==> src/core_sfr_map.svh <==
// Offsets, reset values and field positions of the core special-function registers
`ifndef CORE_SFR_MAP_SVH
`define CORE_SFR_MAP_SVH
// ==========================================
// Register offsets in special-function space
`define ADDR_PORT_ZERO_LATCH   8'h80
`define ADDR_STACK_TOP_POINTER 8'h81
`define ADDR_DATA_PTR_LOW_FIRST 8'h82
`define ADDR_DATA_PTR_HIGH_FIRST 8'h83
`define ADDR_DATA_PTR_LOW_AUX  8'h84
`define ADDR_DATA_PTR_HIGH_AUX 8'h85
`define ADDR_POINTER_CHOICE    8'h86
`define ADDR_PORT_ZERO_DRIVE_LOW  8'hac
`define ADDR_PORT_ZERO_DRIVE_HIGH 8'had
// ==========================================
// Reset values
`define RST_PORT_ZERO_LATCH    8'hff
`define RST_STACK_TOP_POINTER  8'h07
`define RST_DATA_PTR           8'h00
`define RST_POINTER_CHOICE     8'h00
`define RST_PORT_ZERO_DRIVE    8'h00
// ==========================================
// Field positions
`define POS_POINTER_SEL        0
`define POS_FLASH_HW_CONFIG_ONE_EXT_BUS       1
`endif

==> src/core_sfr_pkg.sv <==
// Types shared by the core special-function register bank
package core_sfr_pkg;
	// SFR access from the core
	typedef struct packed {
		logic       wr;
		logic       rd;
		logic [7:0] addr;
		logic [7:0] wdata;
	} sfr_req_s;
	// Stack operation request
	typedef struct packed {
		logic push;
		logic pop;
	} stack_op_s;
	// External memory cycle phase
	typedef enum logic [1:0] {
		EXT_IDLE = 2'b00,
		EXT_ADDR = 2'b01,
		EXT_DATA = 2'b10
	} ext_phase_e;
	// Two-bit drive style of one port pin
	typedef logic [1:0] drive_style_t;
endpackage : core_sfr_pkg

==> src/port_pin_cell.sv <==
// One pin of the first port: drive selection between I/O and bus use
`timescale 1ns/1ps
module port_pin_cell (
	input  wire logic                       bus_mode,
	input  wire logic                       bus_oe,
	input  wire logic                       bus_bit,
	input  wire logic                       latch_bit,
	input  wire core_sfr_pkg::drive_style_t style,
	output logic                            pin_o,
	output logic                            pin_oe
);
	import core_sfr_pkg::*;
	// Bus use drives address/data; I/O use drives by style
	always_comb begin
		if (bus_mode) begin
			pin_o  = bus_bit;
			pin_oe = bus_oe;
		end else begin
			pin_o = latch_bit;
			case (style)
				2'b00:   pin_oe = ~latch_bit;  // Open drain
				2'b01:   pin_oe = 1'b1;        // Push-pull
				2'b10:   pin_oe = 1'b0;        // Input only
				default: pin_oe = latch_bit;   // Drive high only
			endcase
		end
	end
endmodule : port_pin_cell

==> src/core_port_stack_pointer_regs.sv <==
// Core SFR bank: first port, stack pointer and data pointers
//
// Contract
// - Port is bus during external cycles, else I/O
// - Address while strobe high, data while low
// - Drive registers pick I/O pin drive style
// - Flash config bit 1 selects bus use
// - Stack pointer increments before push write
// - Stack pointer decrements after pop read
// - Stack pointer resets to 07
// - Low first pointer holds primary low byte
// - Pointer choice register selects active pointer
// - Select 0 first pair, 1 auxiliary pair
// - High first pointer resets to zero
`timescale 1ns/1ps
`include "core_sfr_map.svh"
module core_port_stack_pointer_regs (
	input  wire logic                    clk,
	input  wire logic                    rst_b,
	input  wire core_sfr_pkg::sfr_req_s  sfr_req,
	output logic [7:0]                   sfr_rdata,
	input  wire core_sfr_pkg::stack_op_s stack_op,
	output logic [7:0]                   stack_addr,
	output logic [15:0]                  active_data_pointer,
	input  wire logic [7:0]              flash_hw_config_one,
	input  wire logic                    ext_start,
	input  wire logic                    ext_addr_done,
	input  wire logic                    ext_end,
	input  wire logic                    ext_write,
	input  wire logic [7:0]              ext_addr_low,
	input  wire logic [7:0]              ext_wdata,
	output logic [7:0]                   ext_rdata,
	output logic                         addr_strobe,
	input  wire logic [7:0]              port_pin_i,
	output logic [7:0]                   port_pin_o,
	output logic [7:0]                   port_pin_oe
);
	import core_sfr_pkg::*;

	// ==========================================
	// Register state
	logic [7:0] port_zero_latch_reg, port_zero_latch_next;
	logic [7:0] stack_top_pointer_reg, stack_top_pointer_next;
	logic [7:0] data_ptr_low_first_reg, data_ptr_low_first_next;
	logic [7:0] data_ptr_high_first_reg, data_ptr_high_first_next;
	logic [7:0] data_ptr_low_aux_reg, data_ptr_low_aux_next;
	logic [7:0] data_ptr_high_aux_reg, data_ptr_high_aux_next;
	logic       pointer_choice_reg, pointer_choice_next;
	logic [7:0] port_zero_drive_low_reg, port_zero_drive_low_next;
	logic [7:0] port_zero_drive_high_reg, port_zero_drive_high_next;
	logic [7:0] sfr_rdata_reg, sfr_rdata_next;
	logic [7:0] stack_addr_reg, stack_addr_next;
	ext_phase_e ext_phase_reg, ext_phase_next;
	logic [7:0] bus_byte_reg, bus_byte_next;
	logic [7:0] ext_rdata_reg, ext_rdata_next;
	logic       bus_mode;

	// ==========================================
	// Pin synchroniser: three stages, change once stages two and three agree
	logic [7:0] pin_s1_reg, pin_s2_reg, pin_s3_reg, pin_clean_reg, pin_clean_next;
	always_comb begin
		pin_clean_next = (pin_s2_reg == pin_s3_reg) ? pin_s3_reg : pin_clean_reg;
	end
	always_ff @(posedge clk) begin
		if (!rst_b) begin
			pin_s1_reg    <= 8'hff;
			pin_s2_reg    <= 8'hff;
			pin_s3_reg    <= 8'hff;
			pin_clean_reg <= 8'hff;
		end else begin
			pin_s1_reg    <= port_pin_i;
			pin_s2_reg    <= pin_s1_reg;
			pin_s3_reg    <= pin_s2_reg;
			pin_clean_reg <= pin_clean_next;
		end
	end

	// Bus use chosen by flash configuration, not by a port register
	assign bus_mode = flash_hw_config_one[`POS_FLASH_HW_CONFIG_ONE_EXT_BUS];

	// ==========================================
	// Register writes, stack updates and read mux
	always_comb begin
		port_zero_latch_next      = port_zero_latch_reg;
		stack_top_pointer_next    = stack_top_pointer_reg;
		data_ptr_low_first_next   = data_ptr_low_first_reg;
		data_ptr_high_first_next  = data_ptr_high_first_reg;
		data_ptr_low_aux_next     = data_ptr_low_aux_reg;
		data_ptr_high_aux_next    = data_ptr_high_aux_reg;
		pointer_choice_next       = pointer_choice_reg;
		port_zero_drive_low_next  = port_zero_drive_low_reg;
		port_zero_drive_high_next = port_zero_drive_high_reg;
		stack_addr_next           = stack_addr_reg;
		sfr_rdata_next            = 8'h00;
		if (sfr_req.wr) begin
			if (sfr_req.addr == `ADDR_PORT_ZERO_LATCH) begin
				port_zero_latch_next = sfr_req.wdata;
			end else if (sfr_req.addr == `ADDR_STACK_TOP_POINTER) begin
				stack_top_pointer_next = sfr_req.wdata;
			end else if (sfr_req.addr == `ADDR_DATA_PTR_LOW_FIRST) begin
				data_ptr_low_first_next = sfr_req.wdata;
			end else if (sfr_req.addr == `ADDR_DATA_PTR_HIGH_FIRST) begin
				data_ptr_high_first_next = sfr_req.wdata;
			end else if (sfr_req.addr == `ADDR_DATA_PTR_LOW_AUX) begin
				data_ptr_low_aux_next = sfr_req.wdata;
			end else if (sfr_req.addr == `ADDR_DATA_PTR_HIGH_AUX) begin
				data_ptr_high_aux_next = sfr_req.wdata;
			end else if (sfr_req.addr == `ADDR_POINTER_CHOICE) begin
				pointer_choice_next = sfr_req.wdata[`POS_POINTER_SEL];
			end else if (sfr_req.addr == `ADDR_PORT_ZERO_DRIVE_LOW) begin
				port_zero_drive_low_next = sfr_req.wdata;
			end else if (sfr_req.addr == `ADDR_PORT_ZERO_DRIVE_HIGH) begin
				port_zero_drive_high_next = sfr_req.wdata;
			end
		end
		// Push: increment first, stack byte goes to new pointer
		if (stack_op.push) begin
			stack_top_pointer_next = stack_top_pointer_reg + 8'h01;
			stack_addr_next        = stack_top_pointer_reg + 8'h01;
		end else if (stack_op.pop) begin
			// Pop: read at current pointer, then decrement
			stack_addr_next        = stack_top_pointer_reg;
			stack_top_pointer_next = stack_top_pointer_reg - 8'h01;
		end
		if (sfr_req.rd) begin
			if (sfr_req.addr == `ADDR_PORT_ZERO_LATCH) begin
				sfr_rdata_next = pin_clean_reg;
			end else if (sfr_req.addr == `ADDR_STACK_TOP_POINTER) begin
				sfr_rdata_next = stack_top_pointer_reg;
			end else if (sfr_req.addr == `ADDR_DATA_PTR_LOW_FIRST) begin
				sfr_rdata_next = data_ptr_low_first_reg;
			end else if (sfr_req.addr == `ADDR_DATA_PTR_HIGH_FIRST) begin
				sfr_rdata_next = data_ptr_high_first_reg;
			end else if (sfr_req.addr == `ADDR_DATA_PTR_LOW_AUX) begin
				sfr_rdata_next = data_ptr_low_aux_reg;
			end else if (sfr_req.addr == `ADDR_DATA_PTR_HIGH_AUX) begin
				sfr_rdata_next = data_ptr_high_aux_reg;
			end else if (sfr_req.addr == `ADDR_POINTER_CHOICE) begin
				sfr_rdata_next = {7'h00, pointer_choice_reg};
			end else if (sfr_req.addr == `ADDR_PORT_ZERO_DRIVE_LOW) begin
				sfr_rdata_next = port_zero_drive_low_reg;
			end else if (sfr_req.addr == `ADDR_PORT_ZERO_DRIVE_HIGH) begin
				sfr_rdata_next = port_zero_drive_high_reg;
			end
		end
	end

	// Register stage for the SFR bank
	always_ff @(posedge clk) begin
		if (!rst_b) begin
			port_zero_latch_reg      <= `RST_PORT_ZERO_LATCH;
			stack_top_pointer_reg    <= `RST_STACK_TOP_POINTER;
			data_ptr_low_first_reg   <= `RST_DATA_PTR;
			data_ptr_high_first_reg  <= `RST_DATA_PTR;
			data_ptr_low_aux_reg     <= `RST_DATA_PTR;
			data_ptr_high_aux_reg    <= `RST_DATA_PTR;
			pointer_choice_reg       <= 1'b0;
			port_zero_drive_low_reg  <= `RST_PORT_ZERO_DRIVE;
			port_zero_drive_high_reg <= `RST_PORT_ZERO_DRIVE;
			sfr_rdata_reg            <= 8'h00;
			stack_addr_reg           <= 8'h00;
		end else begin
			port_zero_latch_reg      <= port_zero_latch_next;
			stack_top_pointer_reg    <= stack_top_pointer_next;
			data_ptr_low_first_reg   <= data_ptr_low_first_next;
			data_ptr_high_first_reg  <= data_ptr_high_first_next;
			data_ptr_low_aux_reg     <= data_ptr_low_aux_next;
			data_ptr_high_aux_reg    <= data_ptr_high_aux_next;
			pointer_choice_reg       <= pointer_choice_next;
			port_zero_drive_low_reg  <= port_zero_drive_low_next;
			port_zero_drive_high_reg <= port_zero_drive_high_next;
			sfr_rdata_reg            <= sfr_rdata_next;
			stack_addr_reg           <= stack_addr_next;
		end
	end

	// Active pointer from the selected pair
	assign active_data_pointer = pointer_choice_reg ?
		{data_ptr_high_aux_reg, data_ptr_low_aux_reg} :
		{data_ptr_high_first_reg, data_ptr_low_first_reg};
	assign sfr_rdata  = sfr_rdata_reg;
	assign stack_addr = stack_addr_reg;

	// ==========================================
	// External memory cycle: address phase then data phase
	always_comb begin
		ext_phase_next = ext_phase_reg;
		bus_byte_next  = bus_byte_reg;
		ext_rdata_next = ext_rdata_reg;
		case (ext_phase_reg)
			EXT_IDLE: begin
				if (ext_start && bus_mode) begin
					ext_phase_next = EXT_ADDR;
					bus_byte_next  = ext_addr_low;
				end
			end
			EXT_ADDR: begin
				if (ext_addr_done) begin
					ext_phase_next = EXT_DATA;
					bus_byte_next  = ext_wdata;
				end
			end
			EXT_DATA: begin
				if (ext_end) begin
					ext_phase_next = EXT_IDLE;
					if (!ext_write) begin
						ext_rdata_next = pin_clean_reg;
					end
				end
			end
			default: ext_phase_next = EXT_IDLE;
		endcase
	end
	always_ff @(posedge clk) begin
		if (!rst_b) begin
			ext_phase_reg <= EXT_IDLE;
			bus_byte_reg  <= 8'h00;
			ext_rdata_reg <= 8'h00;
		end else begin
			ext_phase_reg <= ext_phase_next;
			bus_byte_reg  <= bus_byte_next;
			ext_rdata_reg <= ext_rdata_next;
		end
	end
	assign addr_strobe = (ext_phase_reg == EXT_ADDR);
	assign ext_rdata   = ext_rdata_reg;

	// ==========================================
	// Per-pin drive: bus use in external cycles, I/O otherwise
	for (genvar i = 0; i < 8; i++) begin : g_pin
		port_pin_cell u_pin (
			.bus_mode  (bus_mode && (ext_phase_reg != EXT_IDLE)),
			.bus_oe    ((ext_phase_reg == EXT_ADDR) || ext_write),
			.bus_bit   (bus_byte_reg[i]),
			.latch_bit (port_zero_latch_reg[i]),
			.style     ({port_zero_drive_high_reg[i], port_zero_drive_low_reg[i]}),
			.pin_o     (port_pin_o[i]),
			.pin_oe    (port_pin_oe[i])
		);
	end

	// ==========================================
	// Checks
	a_sp_push_inc: assert property (@(posedge clk) disable iff (!rst_b)
		stack_op.push && !sfr_req.wr |=> stack_top_pointer_reg == $past(stack_top_pointer_reg) + 8'h01)
		else $error("push did not increment stack pointer");
	a_sp_pop_dec: assert property (@(posedge clk) disable iff (!rst_b)
		stack_op.pop && !stack_op.push && !sfr_req.wr
		|=> stack_top_pointer_reg == $past(stack_top_pointer_reg) - 8'h01)
		else $error("pop did not decrement stack pointer");
	a_push_addr_new: assert property (@(posedge clk) disable iff (!rst_b)
		stack_op.push |=> stack_addr == stack_top_pointer_reg)
		else $error("push address is not the new pointer");
	a_sp_reset_val: assert property (@(posedge clk)
		!rst_b |=> stack_top_pointer_reg == `RST_STACK_TOP_POINTER)
		else $error("stack pointer reset value wrong");
	a_dph_reset_zero: assert property (@(posedge clk)
		!rst_b |=> data_ptr_high_first_reg == 8'h00 && active_data_pointer == 16'h0000)
		else $error("data pointer reset value wrong");
	// A write into the selected pair shows up on the active pointer next cycle
	a_ptr_sel_aux: assert property (@(posedge clk) disable iff (!rst_b)
		pointer_choice_reg && sfr_req.wr && sfr_req.addr == `ADDR_DATA_PTR_HIGH_AUX
		|=> active_data_pointer[15:8] == $past(sfr_req.wdata))
		else $error("aux pointer not selected");
	a_ptr_sel_first: assert property (@(posedge clk) disable iff (!rst_b)
		!pointer_choice_reg && sfr_req.wr && sfr_req.addr == `ADDR_DATA_PTR_LOW_FIRST
		|=> active_data_pointer[7:0] == $past(sfr_req.wdata))
		else $error("first pointer not selected");
	a_ptr_choice_wr: assert property (@(posedge clk) disable iff (!rst_b)
		sfr_req.wr && sfr_req.addr == `ADDR_POINTER_CHOICE
		|=> pointer_choice_reg == $past(sfr_req.wdata[`POS_POINTER_SEL]))
		else $error("pointer choice write lost");
	a_strobe_addr: assert property (@(posedge clk) disable iff (!rst_b)
		addr_strobe |-> port_pin_oe == 8'hff && port_pin_o == bus_byte_reg)
		else $error("address not driven while strobe high");
	a_io_no_bus: assert property (@(posedge clk) disable iff (!rst_b)
		!flash_hw_config_one[`POS_FLASH_HW_CONFIG_ONE_EXT_BUS] |=> !addr_strobe)
		else $error("bus cycle started in I/O mode");
	a_dpl_write: assert property (@(posedge clk) disable iff (!rst_b)
		sfr_req.wr && sfr_req.addr == `ADDR_DATA_PTR_LOW_FIRST
		|=> data_ptr_low_first_reg == $past(sfr_req.wdata))
		else $error("low pointer write lost");
endmodule : core_port_stack_pointer_regs

==> config.mk <==
export PLATFORM = sky130hd
export DESIGN_NAME = core_port_stack_pointer_regs
export DESIGN_NICKNAME = d
export VERILOG_FILES = /design/src/core_sfr_pkg.sv /design/src/port_pin_cell.sv /design/src/core_port_stack_pointer_regs.sv
export VERILOG_INCLUDE_DIRS = /design/src /design/src/src
export SDC_FILE = /design/constraint.sdc
export NUM_CORES = 1
export LEC_CHECK = 0
export ABC_CLOCK_PERIOD_IN_PS = 4240
export BUFFER_PORTS_ARGS = -buffer_cell sky130_fd_sc_hd__buf_2
export CORE_MARGIN = 4
export CORE_UTILIZATION = 40
export CTS_CLUSTER_DIAMETER = 50
export DETAILED_ROUTE_END_ITERATION = 16
export SLEW_MARGIN = 20
export SYNTH_ARGS = -nofsm -noshare
export SYNTH_HDL_FRONTEND = slang
export SYNTH_SLANG_ARGS = --single-unit
==> constraint.sdc <==
create_clock -name clk -period 4.24 [get_ports clk]
set_input_delay 0.424 -clock clk [delete_from_list [all_inputs] [get_ports clk]]
set_output_delay 0.424 -clock clk [all_outputs]
set_load 0.05 [all_outputs]
==> impl_results.md, run 1 <==
* Leakage power at 3.25 nW
* Final setup fails at 0
* Vias at 5,438
* Pre-antenna DRT Iters at 5
* Avg WL per Cell at 17.3 um
* Post-DP Area at 7220 sq um
* Placeable Area at 16,500 sq um
* Post-cts gate resize count at 0
* Yosys reg bits at 131
* Core Rows at 47
* Cell area after layout at 7760 sq um
* Clk Tree Root Cell: clkbuf_16
* Vias/cell at 5.24
* Buf/Inv on CP at 1
* Initial core utilization at 0.408
* Yosys top cell by area: dfxtp_1
* GRT Resource Usage Total at 0.194
* Initial antenna violation count at 0
* Minimum clock period at 2.47 ns
* Routability cong. at 0.856
* Status: finished clean
* Max cap viols at 0
* Iter 0 DRT Violations at 422
* Crit path max-delay family: simple AND/OR/NAND/NOR gates
* Final std cells w/o fill at 1,038
* Max H-tree Level at 4
* Antenna-violating nets left at 0
* # DRC at 0
* Avg Cell Area, Syn at 8.95 sq um
* Area grow syn2layout at 15.2%
* GRT overflow at 0
* Syn Inst Count at 753
* Fmax at 0.405 GHz
* Dpl cells at 1,007
* Switching Fraction at 0.263
* Hpwl dp at 12.6 mm
* Synthesized Nets at 813
* Simple-gate share of the synthesized area at 0.221
* Yosys Warn Count at 0
* Switch Pwr at 0.782 mW
* Clk slew on worst S/H paths at 0.05 ns
* RSZ-0062 raised after global routing: false
* Top cell type's share of synthesized area at 0.389
* Slew margin rel. at 0.366
* I/O pin cnt at 115
* WP data required at 3.82 ns
* Chip height at 138 um
* Multiplexer share of the synthesized area at 0.175
* Post-synthesis async set-or-reset flop share at 0
* Post-CTS Setup Inserts at 0
* ANT cells at 0
* TritonCTS buffer count at 17
* Mapped Area at 6740 sq um
* Maximum vdd drop at 0.284 mV
* Crit end category: primary output
* Synth Area in Compound Gates at 0.142
* Clk sinks at 131
* Cell Int Power at 2.20 mW
* Top cells by area, synth: dfxtp_1 39%, mux2i_1 12%, nor2b_1 5.4%, mux2_2 5.0%, nand2_1 4.3%
* CP max FO at 10
* Clock Skews at 0.00551 ns
* Hold_buf cts at 0
* Max Slew Vio Count at 0
* TritonCTS clock tree: yes
* Synth cell count leaders: 131 x dfxtp_1, 84 x mux2i_1, 77 x nand2_1, 58 x nor2b_1, 48 x clkbuf_1
* Synth unique cells at 67
* Worst setup SP type: flip-flop
* IO Port Bufs at 107
* Fraction of layout cells with a size suffix above 1 at 0.233
* Pwr dens at 384 nW/um^2
* Slowest-stage cell, CP: nor2b_1
* Clock Path Buffers at 2
* Post-layout util at 0.470
* CP Class: flip-flop to primary output
* EDFF count, synth at 0
* Largest net degree at the start of global routing at 88
* Worst-Skew Late Latency at 0.42 ns
* Crit-path cells: nor2b_1 > buf_2
* Sequential element share of the synthesized area at 0.389
* Post-synth top flop: dfxtp_1
* Number of global-route vias before repair at 5,073
* Final net count at 867
* Final Hold Viols at 0
* Logic gate share of total power at 0.114
* Crit-path max cell delay at 0.79 ns
* Final TNS setup at 0 ns
* Seq pwr share at 0.437
* Total wire length at 17.9 mm
* Tcrit/Tclk final at 0.582
* Xor and xnor area share after synthesis at 0.0104
* FILL cells at 1,617
* Largest family of logic cells by synthesized area: simple AND/OR/NAND/NOR gates
* First-pass GRT wire length at 28.2 mm
* Arr. time, crit path at 2.04 ns
* Slew @ Worst Pin at 0.949 ns
* Die Wd at 138 um
* DIE AREA at 19,000 sq um
* Synth Area in Adders at 0.00371
* Count leader, synth: dfxtp_1
* Min-Delay Path Class: primary input to flip-flop
* Clock power frac at 0.449
==> worst reg2reg max path, stage by stage, from the launching register on <==
cell	delay, ns
dfxtp_1	0.70
nand3_1	0.37
o31ai_1	0.41
a31oi_1	0.13
o221a_1	0.23
==> metal layers <==
metal	up-vias	routed length (um)	track usage
met2	179	7720	0.286
met3	18	1120	0.0460
li1	2758	-	-
met4	0	307	0.0637
met5	-	0	0
met1	2483	8770	0.277
==> placed cells by master, fill, tap and decap left out, types with 4 or more instances in the layout <==
cell type / count
inv_1: 10
o211ai_1: 10
o211a_1: 9
mux2_2: 30
o31ai_1: 4
buf_4: 5
or2_2: 4
mux2i_1: 84
nand2b_1: 38
nor2b_1: 58
a221oi_1: 4
a21boi_0: 11
nor4_1: 5
o221a_2: 4
nand2_1: 77
o21ai_0: 19
clkinv_2: 4
nor2_1: 29
o221ai_1: 4
clkinvlp_4: 5
clkbuf_16: 17
dfxtp_1: 131
nand3b_1: 6
nand3_1: 16
buf_2: 107
nor3_1: 10
a31oi_1: 8
a21oi_1: 38
xnor2_1: 8
nand4_1: 4
==> power groups by stage <==
stage               Combinational (mW)  Sequential [mW]  Clock (mW)
floorplan                        0.253             1.33           0
global placement                 0.339             1.33           0
detailed placement               0.339             1.33           0
CTS                              0.340             1.30        1.37
global route                     0.371             1.31        1.42
finish                           0.340             1.30        1.34
==> stage by stage <==
step	hold slack [ns]	power, mW	setup slack [ns]
6_report	0.184	2.98	1.77
5_1_grt	0.166	3.10	1.59
4_1_cts	0.166	3.01	1.71
3_5_place_dp	0.392	1.67	1.54
3_3_place_gp	0.393	1.67	1.52
2_1_floorplan	0.386	1.58	2.23
==> logic make-up (layout without fill, tap and decap cells) <==
| kind of cell | Yosys count | count (layout) |
|---|---|---|
| mux | 114 | 114 |
| compound gates | 139 | 139 |
| buf+inv | 87 | 152 |
| flops | 131 | 131 |
| xor+xnor | 8 | 8 |
| fa+ha+maj | 2 | 2 |
| simple gates | 272 | 272 |
==> layout make-up <==
| cell class | instances | area, sq um | share of cell area |
|---|---|---|---|
| repair buffers | 112 | 573 | 0.0738 |
| inverters | 10 | 37.5 | 0.00483 |
| clock inverters | 10 | 87.6 | 0.0113 |
| multi-input cells | 535 | 3720 | 0.479 |
| clock buffers | 20 | 447 | 0.0575 |
| well taps | 220 | 275 | 0.0355 |
| flip-flops and latches | 131 | 2620 | 0.338 |
==> worst paths after layout <==
check	start	end	slack, ns	depth (start not counted)
max	ext_phase_reg[0]	addr_strobe	1.77	2
min	port_pin_i[6]	pin_s1_reg[6]	0.18	2
max reg2reg	stack_top_pointer_reg[2]	stack_top_pointer_reg[7]	2.28	4
min reg2reg	pin_s1_reg[7]	pin_s2_reg[7]	0.40	1
(Power assumes the default switching activity.)
==> run 2: changes to the inputs <==
--- a/config.mk
+++ b/config.mk
@@ -6,7 +6,8 @@
 export SDC_FILE = /design/constraint.sdc
 export NUM_CORES = 1
 export LEC_CHECK = 0
-export ABC_CLOCK_PERIOD_IN_PS = 4240
+export ABC_AREA = 1
+export ABC_CLOCK_PERIOD_IN_PS = 2400
 export BUFFER_PORTS_ARGS = -buffer_cell sky130_fd_sc_hd__buf_2
 export CORE_MARGIN = 4
 export CORE_UTILIZATION = 40
==> constraint.sdc (replaced) <==
create_clock -name clk -period 2.4 [get_ports clk]
set_input_delay 0.24 -clock clk [delete_from_list [all_inputs] [get_ports clk]]
set_output_delay 0.24 -clock clk [all_outputs]
set_load 0.05 [all_outputs]
==> run 2 against run 1 <==
- global-route usage rose by 1.2 points
- routed wire length is 1.0% higher
- total power rose by 83%
- final cell count up 15%
- critical path type unchanged
- first-iteration DRC count shrank 8.1%
- critical path depth up 2
==> impl_results.md, run 2 <==
* Fmax at 0.460 GHz
* EDFF count, synth at 0 (unchanged)
* Slew margin rel. at 0.592 (+0.226)
* Clk sinks at 131 (unchanged)
* Total wire length at 18.1 mm (+1.0%)
* Tcrit/Tclk final at 0.905
* First-pass GRT wire length at 28.9 mm (+2.6%)
* Mapped Area at 6280 sq um (-6.9%)
* Most common cell after layout, fill and taps aside: nand2_1
* Worst reg2reg startpoint: stack_top_pointer_reg[0]
* Fraction of layout cells with a size suffix above 1 at 0.216 (-0.0180)
* DIE AREA at 17,800 sq um (-6.5%)
* Max cap viols at 0 (unchanged)
* Slowest-stage cell, CP: o21ai_2
* Synth unique cells at 39 (-42%)
* Crit end category: primary output
* Final TNS setup at 0 ns (unchanged)
* Status: finished clean
* Final net count at 1,026 (+18%)
* Synthesized Nets at 933 (+15%)
* GRT overflow at 0 (unchanged)
* WP data required at 2.16 ns (-1.66 ns)
* Critical path endpoint: port_pin_o[0]
* Vias at 5,964 (+9.7%)
* Number of global-route vias before repair at 5,495 (+8.3%)
* Core Rows at 45 (-4.3%)
* R2R cell count at 7 (+3)
* Arr. time, crit path at 1.93 ns (-0.11 ns)
* Final std cells w/o fill at 1,190 (+15%)
* Yosys Warn Count at 0 (unchanged)
* Top cells by area, synth: dfxtp_1 42%, nand2_1 12%, nand3_1 6.3%, nor2_1 5.3%, a21oi_1 5.2%
* RSZ-0062 raised after global routing: false
* Post-layout util at 0.492 (+0.0221)
* I/O pin cnt at 115 (unchanged)
* IO Port Bufs at 107 (unchanged)
* Initial antenna violation count at 0 (unchanged)
* Avg WL per Cell at 15.2 um (-12%)
* CP max FO at 9 (-1)
* Post-cts gate resize count at 0 (unchanged)
* CP Launch Point: ext_phase_reg[0]
* Final Hold Viols at 0 (unchanged)
* Clk slew on worst S/H paths at 0.06 ns (about the same)
* Placeable Area at 15,300 sq um (-7.3%)
* TritonCTS clock tree: yes
* Largest net degree at the start of global routing at 67 (-24%)
* Slew @ Worst Pin at 0.612 ns (-0.337 ns)
* Iter 0 DRT Violations at 388 (-8.1%)
* Chip height at 133 um (-3.3%)
* Dpl cells at 1,150 (+14%)
* Crit-path max cell delay at 0.38 ns (-0.41 ns)
* Post-CTS Setup Inserts at 0 (unchanged)
* Vias/cell at 5.01 (-4.3%)
* Clk Tree Root Cell: clkbuf_16
* Leakage power at 3.43 nW (+5.4%)
* Sequential element share of the synthesized area at 0.418 (+0.0287)
* FILL cells at 1,594 (-1.4%)
* Final setup fails at 0 (unchanged)
* ANT cells at 0 (unchanged)
* Count leader, synth: nand2_1
* TritonCTS buffer count at 17 (unchanged)
* Max Slew Vio Count at 0 (unchanged)
* Commonest cells after routing, fill and taps aside: 198 x nand2_1, 131 x dfxtp_1, 107 x buf_2, 88 x nor2_1, 79 x nand3_1
* Clock Skews at 0.00758 ns (+0.00207 ns)
* Avg Cell Area, Syn at 7.19 sq um (-20%)
* Min-Delay Path Class: primary input to flip-flop
* Synth cell count leaders: 198 x nand2_1, 131 x dfxtp_1, 88 x nor2_1, 79 x nand3_1, 70 x inv_1
* Post-synthesis async set-or-reset flop share at 0 (unchanged)
* Routability cong. at 0.864 (+0.98%)
* Crit-path cells: o21ai_2 > buf_4 > mux2_2 > buf_2
* Pwr dens at 722 nW/um^2 (+88%)
* Worst setup SP type: flip-flop
* Post-synth top flop: dfxtp_1
* R2R Path End: stack_top_pointer_reg[6]
* Hpwl dp at 13.0 mm (+3.2%)
* Max H-tree Level at 4 (unchanged)
* CP Class: flip-flop to primary output
* Initial core utilization at 0.410 (+0.00200)
* Worst-Skew Late Latency at 0.43 ns (about the same)
* Yosys reg bits at 131 (unchanged)
* Clock Path Buffers at 2 (unchanged)
* Syn Inst Count at 873 (+16%)
* # DRC at 0 (unchanged)
* GRT Resource Usage Total at 0.205 (+0.0119)
* Maximum vdd drop at 0.586 mV (+110%)
* Final hold slack at 0.0830 ns (-0.101 ns)
* Area grow syn2layout at 20.0%
* Reg2Reg Setup Slack at 0.82 ns (-1.46 ns)
* Minimum clock period at 2.17 ns
* Top cell type's share of synthesized area at 0.418 (+0.0287)
* Die Wd at 133 um (-3.3%)
* Pre-antenna DRT Iters at 5 (unchanged)
* Yosys top cell by area: dfxtp_1
* Antenna-violating nets left at 0 (unchanged)
[run 2: cell types whose count changed in the layout (fill, tap and decap cells not counted), moves of 27 or more]
cell	previous run	this run
a21oi_1	38	65
nand2b_1	38	0
o21ai_0	19	65
nor2_1	29	88
mux2i_1	84	0
nor2b_1	58	0
nand3_1	16	79
nand2_1	77	198
inv_1	10	70
[run 2: where the power goes]
group          internal (mW)  leakage, nW  switching, mW
Clock                   1.49        0.273           1.03
Sequential              2.25         1.07         0.0607
Combinational          0.186         2.09          0.412
Total                   3.93         3.43           1.51
[run 2: per-layer routing]
layer | part of all wire | track usage | up-vias
met5 | 0 | 0 | -
met4 | 0.013 | 0.0583 | 0
met3 | 0.065 | 0.0427 | 23
met2 | 0.45 | 0.313 | 200
met1 | 0.48 | 0.295 | 2696
li1 | - | - | 3045
[run 2: cell families (layout without fill, tap and decap cells)]
family          Yosys count  in the layout  synth area share
simple gates            425            425             0.310
compound gates          169            169             0.148
flops                   131            131             0.418
buf+inv                 128            234            0.0923
xor+xnor                 10             10            0.0140
mux                       8              8            0.0144
fa+ha+maj                 2              2           0.00399
[run 2: worst max-delay path, delay by kind of cell (launching register included)]
family / cells / cell delay (ns)
buffers and inverters: 2 / 0.46
AOI/OAI and AO/OA: 1 / 0.38
DFF: 1 / 0.33
muxes: 1 / 0.34
[run 2: metrics by stage]
stage | cell area, sq um | worst slack, ns | total power [mW]
floorplan | 6280 | 0.459 | 2.78
global placement | 6870 | 0.536 | 2.94
detailed placement | 6870 | 0.508 | 2.94
CTS | 7530 | 0.202 | 5.48
global route | 7530 | 0.119 | 5.63
finish | 7530 | 0.227 | 5.44
[run 2: worst min-delay path by stage]
stage | from | to | slack, ns | cells after the start
finish | ext_addr_low[2] | bus_byte_reg[2] | 0.08 | 3
global route | ext_addr_low[2] | bus_byte_reg[2] | 0.09 | 3
CTS | ext_addr_low[3] | bus_byte_reg[3] | 0.08 | 3
detailed placement | pin_s1_reg[7] | pin_s2_reg[7] | 0.40 | 1
global placement | pin_s1_reg[7] | pin_s2_reg[7] | 0.39 | 1
floorplan | port_pin_i[0] | pin_s1_reg[0] | 0.35 | 1
[run 2: layout make-up]
cell class,instances,area [sq um],share of cell area
Multi-Input combinational cell,614,3080,0.408
Sequential cell,131,2620,0.348
Timing Repair Buffer,125,703,0.0933
Clock buffer,19,453,0.0601
Inverter,77,289,0.0384
Tap cell,211,264,0.0350
Clock inverter,13,126,0.0168
[run 2: timing repair]
action	in CTS	in global routing
hold buffers	8	0
setup endpoints to repair	0	0
endpoints found under the hold margin	8	0
